$ cat src/rtl/ats_pkg.sv
// Package: constants, register map and types of the ADC trigger selector
// Notes on behaviour
// - Code 0 no trigger, 1 software edge
// - Code 2 software level; sensitivity set elsewhere
// - Code 3 routes common scan trigger
// - Codes 4-7: external pin, timers 1/3/5
// - Codes 8, 9: primary, secondary special event
// - Codes 10-15: PWM generators 1-6 triggers
// - Codes 16-19: output compare 1-4 rising
// - Code 20 charge trip; 21-23 PWM 7-9
// - Codes 24-27: PWM 1-4 current limit
// - Codes 28-30 PWM 10-12; 31 reserved
// - PWM sources only on motor-control variants
// - Bits above each field read zero
// - Every field uses the same encoding
// - Bank layout: cores 4,5, input 6; 8-15
// - All fields read/write, reset to zero
package ats_pkg;

    // ------------------------------------------------------------
    // Register map
    // ------------------------------------------------------------
    localparam logic [7:0] ATS_OFS_BANK2 = 8'h00;
    localparam logic [7:0] ATS_OFS_BANK3 = 8'h04;
    localparam logic [7:0] ATS_OFS_BANK4 = 8'h08;
    localparam logic [7:0] ATS_OFS_STATUS = 8'h0C;
    localparam int ATS_ADDR_W = 8;
    localparam logic [31:0] ATS_BANK_RESET = 32'h0000_0000;
    localparam logic [4:0] ATS_SEL_RESET = 5'h00;

    // ------------------------------------------------------------
    // Field layout
    // ------------------------------------------------------------
    localparam int ATS_SEL_W = 5;
    localparam int ATS_FIELD_STRIDE = 8;
    localparam int ATS_NUM_CH = 11;
    localparam int ATS_NUM_CODES = 32;
    // Channel index of the first field of each bank
    localparam int ATS_BANK2_FIRST = 0;
    localparam int ATS_BANK3_FIRST = 3;
    localparam int ATS_BANK4_FIRST = 7;
    localparam int ATS_BANK2_FIELDS = 3;
    localparam int ATS_BANK_FIELDS = 4;

    // ------------------------------------------------------------
    // AHB-Lite encodings
    // ------------------------------------------------------------
    localparam logic [1:0] ATS_HTRANS_NONSEQ = 2'h2;
    localparam logic ATS_HRESP_OKAY = 1'b0;

    // ------------------------------------------------------------
    // Types
    // ------------------------------------------------------------
    typedef struct packed {
        logic sw_edge;
        logic sw_level;
        logic scan;
        logic ext_int0;
        logic gp_timer1;
        logic gp_timer3;
        logic gp_timer5;
        logic pri_special;
        logic sec_special;
        logic [11:0] pwm_trig;
        logic [3:0] oc_rise;
        logic charge_time_measurement_unit_trip;
        logic [3:0] pwm_climit;
    } ats_src_type;

    typedef struct packed {
        logic hsel;
        logic [ATS_ADDR_W-1:0] haddr;
        logic [1:0] htrans;
        logic hwrite;
        logic [2:0] hsize;
        logic hready;
    } ats_ahb_req_type;

endpackage

$ cat src/rtl/ats_trigger_select.sv
// Trigger source selector with AHB-Lite register bank
`timescale 1ns/1ps

module ats_trigger_select
#(
    parameter bit MOTOR_CONTROL = 1'b1 // PWM-derived sources present
)
(
    input wire logic I_MCLK, // Peripheral clock, 125 MHz
    input wire logic I_SYS_RST, // Async reset, active high
    input wire ats_pkg::ats_ahb_req_type I_AHB, // AHB address phase
    input wire logic [31:0] I_HWDATA, // AHB write data
    output logic [31:0] O_HRDATA, // AHB read data
    output logic O_HREADYOUT, // Slave ready, never stalls
    output logic O_HRESP, // Always OKAY
    input wire ats_pkg::ats_src_type I_TRIG_SRC, // Trigger events
    output logic [ats_pkg::ATS_NUM_CH-1:0] O_CONV_REQ, // One-cycle req
    output logic [ats_pkg::ATS_NUM_CH-1:0] O_TRIG_LEVEL // Selected level
);
    import ats_pkg::*;

    // ------------------------------------------------------------
    // Parameter check
    // ------------------------------------------------------------
    generate
        if (ATS_BANK2_FIRST + ATS_BANK2_FIELDS != ATS_BANK3_FIRST ||
            ATS_BANK4_FIRST + ATS_BANK_FIELDS != ATS_NUM_CH)
        begin : g_bad_layout
            $error("Channel layout does not match the bank map");
        end
    endgenerate

    // ------------------------------------------------------------
    // Storage
    // ------------------------------------------------------------
    logic [ATS_SEL_W-1:0] sel_ff [ATS_NUM_CH];
    logic [ATS_SEL_W-1:0] nxt_sel [ATS_NUM_CH];
    logic act_ff;
    logic wr_ff;
    logic [ATS_ADDR_W-1:0] addr_ff;
    logic [31:0] rdata_ff;
    logic [31:0] nxt_rdata;
    logic [ATS_NUM_CH-1:0] lvl_ff;
    logic [ATS_NUM_CH-1:0] req_ff;
    logic [ATS_NUM_CH-1:0] sel_event;
    logic [ATS_NUM_CODES-1:0] src_vec;
    logic addr_take;
    logic data_wr;

    // ------------------------------------------------------------
    // Source vector, indexed by selection code
    // ------------------------------------------------------------
    // Non motor-control parts have no PWM unit, so those codes stay
    // silent rather than forwarding a floating input.
    logic mc;
    assign mc = MOTOR_CONTROL;

    always_comb
    begin
        src_vec = '0;
        src_vec[0] = 1'b0;
        src_vec[1] = I_TRIG_SRC.sw_edge;
        src_vec[2] = I_TRIG_SRC.sw_level;
        src_vec[3] = I_TRIG_SRC.scan;
        src_vec[4] = I_TRIG_SRC.ext_int0;
        src_vec[5] = I_TRIG_SRC.gp_timer1;
        src_vec[6] = I_TRIG_SRC.gp_timer3;
        src_vec[7] = I_TRIG_SRC.gp_timer5;
        src_vec[8] = I_TRIG_SRC.pri_special & mc;
        src_vec[9] = I_TRIG_SRC.sec_special & mc;
        src_vec[15:10] = I_TRIG_SRC.pwm_trig[5:0] & {6{mc}};
        src_vec[19:16] = I_TRIG_SRC.oc_rise;
        src_vec[20] = I_TRIG_SRC.charge_time_measurement_unit_trip;
        src_vec[23:21] = I_TRIG_SRC.pwm_trig[8:6] & {3{mc}};
        src_vec[27:24] = I_TRIG_SRC.pwm_climit & {4{mc}};
        src_vec[30:28] = I_TRIG_SRC.pwm_trig[11:9] & {3{mc}};
        src_vec[31] = 1'b0;
    end

    // ------------------------------------------------------------
    // AHB-Lite address phase
    // ------------------------------------------------------------
    assign addr_take = I_AHB.hsel && I_AHB.hready &&
        (I_AHB.htrans == ATS_HTRANS_NONSEQ || I_AHB.htrans == 2'h3);
    assign data_wr = act_ff && wr_ff;

    always_ff @(posedge I_MCLK or posedge I_SYS_RST)
    begin
        if (I_SYS_RST)
        begin
            act_ff <= 1'b0;
            wr_ff <= 1'b0;
            addr_ff <= '0;
        end
        else if (I_AHB.hready)
        begin
            act_ff <= addr_take;
            wr_ff <= addr_take && I_AHB.hwrite;
            addr_ff <= I_AHB.haddr;
        end
    end

    // ------------------------------------------------------------
    // Field writes
    // ------------------------------------------------------------
    // Only the five field bits of each byte are stored; the three bits
    // above them have no flops and so ignore writes.
    always_comb
    begin
        for (int c = 0; c < ATS_NUM_CH; c++)
        begin
            nxt_sel[c] = sel_ff[c];
        end
        if (data_wr)
        begin
            case (addr_ff)
                ATS_OFS_BANK2:
                begin
                    for (int f = 0; f < ATS_BANK2_FIELDS; f++)
                    begin
                        nxt_sel[ATS_BANK2_FIRST + f] =
                            I_HWDATA[f*ATS_FIELD_STRIDE +: ATS_SEL_W];
                    end
                end
                ATS_OFS_BANK3:
                begin
                    for (int f = 0; f < ATS_BANK_FIELDS; f++)
                    begin
                        nxt_sel[ATS_BANK3_FIRST + f] =
                            I_HWDATA[f*ATS_FIELD_STRIDE +: ATS_SEL_W];
                    end
                end
                ATS_OFS_BANK4:
                begin
                    for (int f = 0; f < ATS_BANK_FIELDS; f++)
                    begin
                        nxt_sel[ATS_BANK4_FIRST + f] =
                            I_HWDATA[f*ATS_FIELD_STRIDE +: ATS_SEL_W];
                    end
                end
                default:
                begin
                end
            endcase
        end
    end

    always_ff @(posedge I_MCLK or posedge I_SYS_RST)
    begin
        if (I_SYS_RST)
        begin
            for (int c = 0; c < ATS_NUM_CH; c++)
            begin
                sel_ff[c] <= ATS_SEL_RESET;
            end
        end
        else
        begin
            for (int c = 0; c < ATS_NUM_CH; c++)
            begin
                sel_ff[c] <= nxt_sel[c];
            end
        end
    end

    // ------------------------------------------------------------
    // Read data
    // ------------------------------------------------------------
    // Read data is built from the next field values so that a read
    // right behind a write to the same bank returns the new value.
    always_comb
    begin
        nxt_rdata = ATS_BANK_RESET;
        case (I_AHB.haddr)
            ATS_OFS_BANK2:
            begin
                for (int f = 0; f < ATS_BANK2_FIELDS; f++)
                begin
                    nxt_rdata[f*ATS_FIELD_STRIDE +: ATS_SEL_W] =
                        nxt_sel[ATS_BANK2_FIRST + f];
                end
            end
            ATS_OFS_BANK3:
            begin
                for (int f = 0; f < ATS_BANK_FIELDS; f++)
                begin
                    nxt_rdata[f*ATS_FIELD_STRIDE +: ATS_SEL_W] =
                        nxt_sel[ATS_BANK3_FIRST + f];
                end
            end
            ATS_OFS_BANK4:
            begin
                for (int f = 0; f < ATS_BANK_FIELDS; f++)
                begin
                    nxt_rdata[f*ATS_FIELD_STRIDE +: ATS_SEL_W] =
                        nxt_sel[ATS_BANK4_FIRST + f];
                end
            end
            ATS_OFS_STATUS:
            begin
                nxt_rdata[ATS_NUM_CH-1:0] = lvl_ff;
            end
            default:
            begin
                nxt_rdata = ATS_BANK_RESET;
            end
        endcase
    end

    always_ff @(posedge I_MCLK or posedge I_SYS_RST)
    begin
        if (I_SYS_RST)
        begin
            rdata_ff <= '0;
        end
        else if (addr_take && !I_AHB.hwrite)
        begin
            rdata_ff <= nxt_rdata;
        end
    end

    assign O_HRDATA = rdata_ff;
    assign O_HREADYOUT = 1'b1;
    assign O_HRESP = ATS_HRESP_OKAY;

    // ------------------------------------------------------------
    // Per-channel trigger forwarding
    // ------------------------------------------------------------
    // A request is the rising edge of the selected event. A source that
    // is already high when software selects it yields one request if the previous selection was low.
    genvar g;
    generate
        for (g = 0; g < ATS_NUM_CH; g++)
        begin : g_ch
            assign sel_event[g] = src_vec[sel_ff[g]];

            always_ff @(posedge I_MCLK or posedge I_SYS_RST)
            begin
                if (I_SYS_RST)
                begin
                    lvl_ff[g] <= 1'b0;
                    req_ff[g] <= 1'b0;
                end
                else
                begin
                    lvl_ff[g] <= sel_event[g];
                    req_ff[g] <= sel_event[g] & ~lvl_ff[g];
                end
            end
        end
    endgenerate

    assign O_CONV_REQ = req_ff;
    assign O_TRIG_LEVEL = lvl_ff;

endmodule

$ cat config.mk
export PLATFORM = sky130hd
export DESIGN_NAME = ats_trigger_select
export DESIGN_NICKNAME = d
export VERILOG_FILES = /design/src/rtl/ats_pkg.sv /design/src/rtl/ats_trigger_select.sv
export SDC_FILE = /design/constraint.sdc
export NUM_CORES = 1
export LEC_CHECK = 0
export ABC_AREA = 1
export BUFFER_PORTS_ARGS = -buffer_cell sky130_fd_sc_hd__buf_2
export CAP_MARGIN = 10
export CORE_MARGIN = 5
export CORE_UTILIZATION = 53
export DETAILED_ROUTE_END_ITERATION = 10
export PLACE_DENSITY_LB_ADDON = 0.25
export REMOVE_ABC_BUFFERS = 1
export SLEW_MARGIN = 20
export SYNTH_ARGS = -nofsm -noshare
export SYNTH_HDL_FRONTEND = slang
export SYNTH_SLANG_ARGS = --single-unit
$ cat constraint.sdc
create_clock -name I_MCLK -period 7.9 [get_ports I_MCLK]
set_input_delay 1.185 -clock I_MCLK [delete_from_list [all_inputs] [get_ports I_MCLK]]
set_output_delay 1.185 -clock I_MCLK [all_outputs]
set_load 0.01 [all_outputs]
==> metrics.md, run 1 <==
| Metric | Value |
|---|---|
| Status | `finished, final reports clean` |
| CP endpoint kind | `register` |
| Root buf cell | `clkbuf_16` |
| Placement Cell Area | `0.00854 mm2` |
| Skew final | `8.66 ps` |
| Row Count | `45` |
| EDFF count, synth | `0` |
| Antenna violations before repair | `0` |
| Antenna diodes | `0` |
| Met3 WL | `3150 um` |
| Clk sinks | `110` |
| Net Switching | `0.000422 W` |
| Reg power frac | `47.3%` |
| Most frequent cells in the layout | `395 x nand2_1, 328 x nand3_1, 110 x dfrtp_1, 108 x buf_2, 95 x inv_1` |
| Final cell count without fillers | `1515` |
| Worst-path maximum fanout | `48` |
| Area Growth Syn to Fin | `6.87%` |
| Vias | `8910` |
| Total wire length | `27200 um` |
| Final setup TNS | `0 ps` |
| Die Wd | `135 um` |
| Top sig layer | `met4` |
| WP data arrival | `3300 ps` |
| Syn. warnings | `0` |
| GRT Total Usage | `30.1%` |
| Cell family with most CP delay | `simple AND/OR/NAND/NOR gates` |
| I/O pin cnt | `136` |
| Share of cells above drive strength 1 | `11.5%` |
| Slowest Stage Delay on Critical Path | `830 ps` |
| CP Data Required Time | `8200 ps` |
| Achievable Freq | `333 MHz` |
| Clock transition at path regs | `80 ps` |
| Hold buffers post-CTS | `0` |
| CTS Buf Count | `9` |
| Crit Path Class | `register to register` |
| Die height | `135 um` |
| Slowest cell on crit path | `nand2_1` |
| Worst hold margin | `455 ps` |
| Largest net degree at the start of global routing | `60` |
| RSZ-0062 raised after global routing | `no` |
| Final Wtd Congestion | `0.953` |
| Core area | `0.0153 mm2` |
| Pre-Repair DR Iteration Count | `6` |
| Final Max Slew Viols | `0` |
| Worst path cell trace | `nor2_2 -> nand2_2 -> nor2_4 -> nand2_1 -> nand2_1 -> nand3_1 -> nand2_1 -> o21ai_1 -> nand2_1` |
| CP startpoint kind | `register` |
| CTS tree | `built` |
| Final min period | `3000 ps` |
| GRT Residual Overflow | `0` |
| Routed WL per cell | `18.0 um` |
| Switching part of the total | `32.4%` |
| Post-CTS Setup Bufs | `0` |
| Worst Tran Pin Value | `1100 ps` |
| Hpwl dp | `18100 um` |
| Max_slew headroom | `26.5%` |
| Post-cts sizing count | `0` |
| Netlist Area Pre-Place | `0.00826 mm2` |
| Leak Pwr | `4.68 nW` |
| Mapped Cells | `1275` |
| Most common cell after layout, fill and taps aside | `nand2_1` |
| Routed Antenna Nets | `0` |
| Vias in the first global route | `8121` |
| Worst vdd ir | `0.000100 V` |
| P per Cell Area | `148 mW/mm2` |
| Final Hold Fails | `0` |
| DRC Markers | `0` |
| Avg Cell Area, Syn | `6.47 um2` |
| Placed cells | `1499` |
| Initial core utilization | `54.1%` |
| Worst Setup SP | `addr_ff[5]` |
| Final Cell Area | `0.00882 mm2` |
| First-pass GRT wire length | `43200 um` |
| Tot Pwr | `0.00130 W` |
| # port buffers | `108` |
| Clock power frac | `35.1%` |
| Post-synth ARST share | `100%` |
| DR WL met2 | `12100 um` |
| Worst reg2reg path startpoint | `addr_ff[5]` |
| Seq/Total Area, Yosys | `33.3%` |
| Final setup vio count | `0` |
| Post-synthesis cell type count | `26` |
| Tcrit/Tclk final | `38.0%` |
| Min-delay src | `O_TRIG_LEVEL[5]` |
| # fillers | `1518` |
| NumNets Final | `1379` |
| Comb pwr share | `17.7%` |
| CTS Buffer Depth | `2` |
| Min-delay worst type | `register to register` |
| Cell internal pwr | `0.000882 W` |
| Yosys reg bits | `110` |
| Die area | `0.0182 mm2` |
| Met1 WL | `11200 um` |
| Drt via density | `5.88` |
| WP buf/inv | `0` |
| Cell repeated most along the worst path | `nand2_1` |
| Max-Cap Viols | `0` |
| DR iter-0 viols | `1486` |
| Post-synth top flop | `dfrtp_1` |
| H-tree depth | `3` |
| Clock latency on the worst-skew pair | `370 ps` |
==> layer usage <==
layer  GRT usage (%)  up-vias
li1                -     4215
met1            42.2     4096
met2            45.6      527
met3            6.59       72
met4            11.7        0
met5               0        -
==> through the flow <==
stage | utilization (%) | setup WS, ps
final | 57.8 | 4900
after CTS | 57.8 | 4930
after floorplan | - | 3810
after detailed placement | 56.0 | 4810
after global placement | 56.0 | 4860
after global routing | 57.8 | 4640
==> final timing paths <==
kind | to | slack [ps] | cells after the start
max | O_HRDATA[9] | 4900 | 9
min in group asynchronous | wr_ff | 940 | 2
min reg2reg | O_CONV_REQ[5] | 450 | 1
max in group asynchronous | sel_ff[43] | 5790 | 3
max reg2reg | O_HRDATA[9] | 4900 | 9
min | O_CONV_REQ[5] | 450 | 1
==> synthesized netlist by cell type, drive strengths merged, types with 10 or more instances <==
library cell	n	area, um2
and2	41	257
o21ai	35	175
clkbuf	31	116
nand2	397	1500
o211ai	64	480
buf	79	484
inv	97	364
clkinv	10	37.5
dfrtp	110	2750
nor2	38	170
nand3	329	1660
a21oi	36	199
==> layout make-up <==
cell class,instances,area (um2),area share (%)
Clock inverter,6,52.6,0.596
Multi-Input combinational cell,957,4530,51.4
Tap cell,211,264,2.99
Sequential cell,110,2750,31.2
Inverter,107,404,4.58
Timing Repair Buffer,114,586,6.64
Clock buffer,10,229,2.60
==> power by group through the flow <==
stage / combinational (W) / sequential [W] / clock, W
2_1_floorplan: 0.000120 / 0.000629 / 0
3_3_place_gp: 0.000223 / 0.000627 / 0
3_5_place_dp: 0.000227 / 0.000627 / 0
4_1_cts: 0.000227 / 0.000616 / 0.000461
5_1_grt: 0.000256 / 0.000621 / 0.000480
6_report: 0.000231 / 0.000617 / 0.000457
==> registers in the layout, summed over array words and instances, names as in the netlist <==
register and flops:
O_TRIG_LEVEL 11, O_CONV_REQ 11, act_ff 1, sel_ff 55, wr_ff 1, addr_ff 8, O_HRDATA 23
==> worst register-to-register path: stages (launching register included) <==
cell and delay (ps):
dfrtp_1 400, nor2_2 120, nand2_2 90, nor2_4 820
nand2_1 830, nand2_1 320, nand3_1 100, nand2_1 120
o21ai_1 60, nand2_1 80
==> kinds of logic after synthesis <==
| logic type | after synthesis | share of synthesized area (%) |
|---|---|---|
| AND/OR/NAND/NOR | 806 | 43.5 |
| other | 2 | 0.0910 |
| AO/OA/AOI/OAI | 136 | 10.4 |
| buffers and inverters | 217 | 12.1 |
| multiplexers | 4 | 0.546 |
| flip-flops | 110 | 33.3 |
(Power assumes the default switching activity.)
==> run 2: changes to the inputs <==
--- a/config.mk
+++ b/config.mk
@@ -5,7 +5,7 @@
 export SDC_FILE = /design/constraint.sdc
 export NUM_CORES = 1
 export LEC_CHECK = 0
-export ABC_AREA = 1
+export ABC_AREA = 0
 export BUFFER_PORTS_ARGS = -buffer_cell sky130_fd_sc_hd__buf_2
 export CAP_MARGIN = 10
 export CORE_MARGIN = 5
==> constraint.sdc (replaced) <==
create_clock -name I_MCLK -period 2.9 [get_ports I_MCLK]
set_input_delay 0.435 -clock I_MCLK [delete_from_list [all_inputs] [get_ports I_MCLK]]
set_output_delay 0.435 -clock I_MCLK [all_outputs]
set_load 0.01 [all_outputs]
==> metrics.md, run 2 <==
| Metric | Value |
|---|---|
| Status | `finished, final reports clean` |
| P per Cell Area | `442 mW/mm2` |
| Antenna diodes | `0` |
| EDFF count, synth | `0` |
| Final setup vio count | `0` |
| Post-synthesis cell type count | `50` |
| CTS tree | `built` |
| Top cells by instance count after synthesis | `110 x dfrtp_1, 77 x mux2_2, 65 x nand2_1` |
| Avg Cell Area, Syn | `11.5 um2` |
| Clock latency on the worst-skew pair | `360 ps` |
| CTS Buffer Depth | `2` |
| GRT Total Usage | `27.3%` |
| Netlist Area Pre-Place | `0.00772 mm2` |
| Drt via density | `6.78` |
| Largest register by flop count | `sel_ff` |
| Clock transition at path regs | `80 ps` |
| First-pass GRT wire length | `35500 um` |
| Post-cts sizing count | `0` |
| Hold buffers post-CTS | `0` |
| Hpwl dp | `15400 um` |
| Post-Route Utilization | `59.4%` |
| CP endpoint kind | `register` |
| CTS Buf Count | `9` |
| Row Count | `44` |
| NumNets Final | `811` |
| Grt met2 use | `42.9%` |
| Met3 Usage GRT | `6.50%` |
| Share of cells above drive strength 1 | `39.7%` |
| Final Wtd Congestion | `0.903` |
| Root buf cell | `clkbuf_16` |
| Seq/Total Area, Yosys | `35.6%` |
| DR iter-0 viols | `566` |
| Largest register FFs | `55` |
| Syn. warnings | `0` |
| Die height | `131 um` |
| DRC Markers | `0` |
| Pre-Repair DR Iteration Count | `6` |
| Worst vdd ir | `0.000439 V` |
| Yosys reg bits | `110` |
| Most common cell after layout, fill and taps aside | `dfrtp_1` |
| Max-Cap Viols | `0` |
| Mapped Cells | `671` |
| Achievable Freq | `424 MHz` |
| CP startpoint kind | `register` |
| Largest net degree at the start of global routing | `51` |
| Length in cells of the worst reg-to-reg path | `4` |
| Post-synth top flop | `dfrtp_1` |
| Post-synth ARST share | `100%` |
| Skew final | `7.33 ps` |
| Final min period | `2360 ps` |
| Worst-path maximum fanout | `12` |
| Final Cell Area | `0.00856 mm2` |
| Main area contributors after synthesis | `dfrtp_1 36%, mux4_2 18%, mux2_2 11%` |
| Area Growth Syn to Fin | `10.8%` |
| WP data arrival | `2610 ps` |
| Placement Cell Area | `0.00827 mm2` |
| Yosys top cell area share | `35.6%` |
| RSZ-0062 raised after global routing | `no` |
| Die area | `0.0171 mm2` |
| Most frequent cells in the layout | `110 x dfrtp_1, 108 x buf_2, 77 x mux2_2, 65 x nand2_1, 63 x mux4_2` |
| Global Route met1 Usage | `36.0%` |
| Total wire length | `22600 um` |
| Final Hold Fails | `0` |
| Final Max Slew Viols | `0` |
| GRT busiest layer | `met2` |
| Antenna violations before repair | `0` |
| Max_slew headroom | `48.2%` |
| Clk sinks | `110` |
| # port buffers | `108` |
| Tcrit/Tclk final | `81.3%` |
| Initial core utilization | `53.6%` |
| Core area | `0.0144 mm2` |
| Leading area contributor after synthesis | `dfrtp_1` |
| CP Data Required Time | `3150 ps` |
| Routed Antenna Nets | `0` |
| I/O pin cnt | `136` |
| Worst Tran Pin Value | `769 ps` |
| Vias | `6233` |
| Routed WL per cell | `24.5 um` |
| Leak Pwr | `3.55 nW` |
| Top-count cell post-synth | `dfrtp_1` |
| Post-CTS Setup Bufs | `0` |
| Die Wd | `131 um` |
| GRT Residual Overflow | `0` |
| Crit Path Class | `register to register` |
| Vias in the first global route | `6602` |
| Min-delay worst type | `input pin to async pin` |
| H-tree depth | `3` |
[run 2: cell type report]
class                   count  area (um2)
clock buffers              11         253
clock inverters             5        40.0
fillers                  1190        5860
inverters                   3        13.8
multi-input cells         481        4580
flip-flops and latches    110        2750
well taps                 184         230
repair buffers            126         688
[run 2: path summary, 6_finish.rpt]
check,startpoint,endpoint,slack (ps)
setup reg to reg,sel_ff[0],O_CONV_REQ[10],540
max in group asynchronous,I_SYS_RST,O_HRDATA[5],2060
hold reg to reg,O_TRIG_LEVEL[0],O_CONV_REQ[0],440
setup / recovery,sel_ff[0],O_CONV_REQ[10],540
min in group I_MCLK,I_HWDATA[12],sel_ff[34],330
hold / removal,I_SYS_RST,O_CONV_REQ[8],60
[run 2: report_power, final]
part           internal, W  leakage [nW]  switching [W]  total [W]
sequential         0.00164          1.33       0.000160    0.00180
combinational     0.000391          2.07       0.000352   0.000743
clock             0.000639         0.146       0.000599    0.00124
total              0.00267          3.55        0.00111    0.00378
[run 2: per-layer routing]
layer  part of all wire [%]  vias up
li1                       -     2679
met1                     39     3136
met2                     48      357
met3                    9.7       61
met4                    3.5        0
met5                      0        -
[run 2: through the flow]
stage	worst slack (ps)	hold WS, ps	power [W]	instances	setup TNS (ps)
5_1_grt	359	91.0	0.00394	920	0
6_report	544	55.2	0.00378	920	0
4_1_cts	505	66.0	0.00380	920	0
3_3_place_gp	597	431	0.00253	904	0
2_1_floorplan	-437	480	0.00225	594	-48100
3_5_place_dp	510	429	0.00257	904	0
[run 2: logic make-up after synthesis]
kind of cell | count (synthesis) | synth area share (%)
AOI/OAI and AO/OA | 91 | 8.62
buffers and inverters | 89 | 5.47
DFF | 110 | 35.6
muxes | 179 | 35.3
other | 2 | 0.0972
and+or+nand+nor | 200 | 14.9
[run 2: worst max-delay path: stages (launching register included)]
cell and delay, ps:
dfrtp_1 700, mux4_2 590, o2111a_1 250, or4_1 540, nor2b_1 150
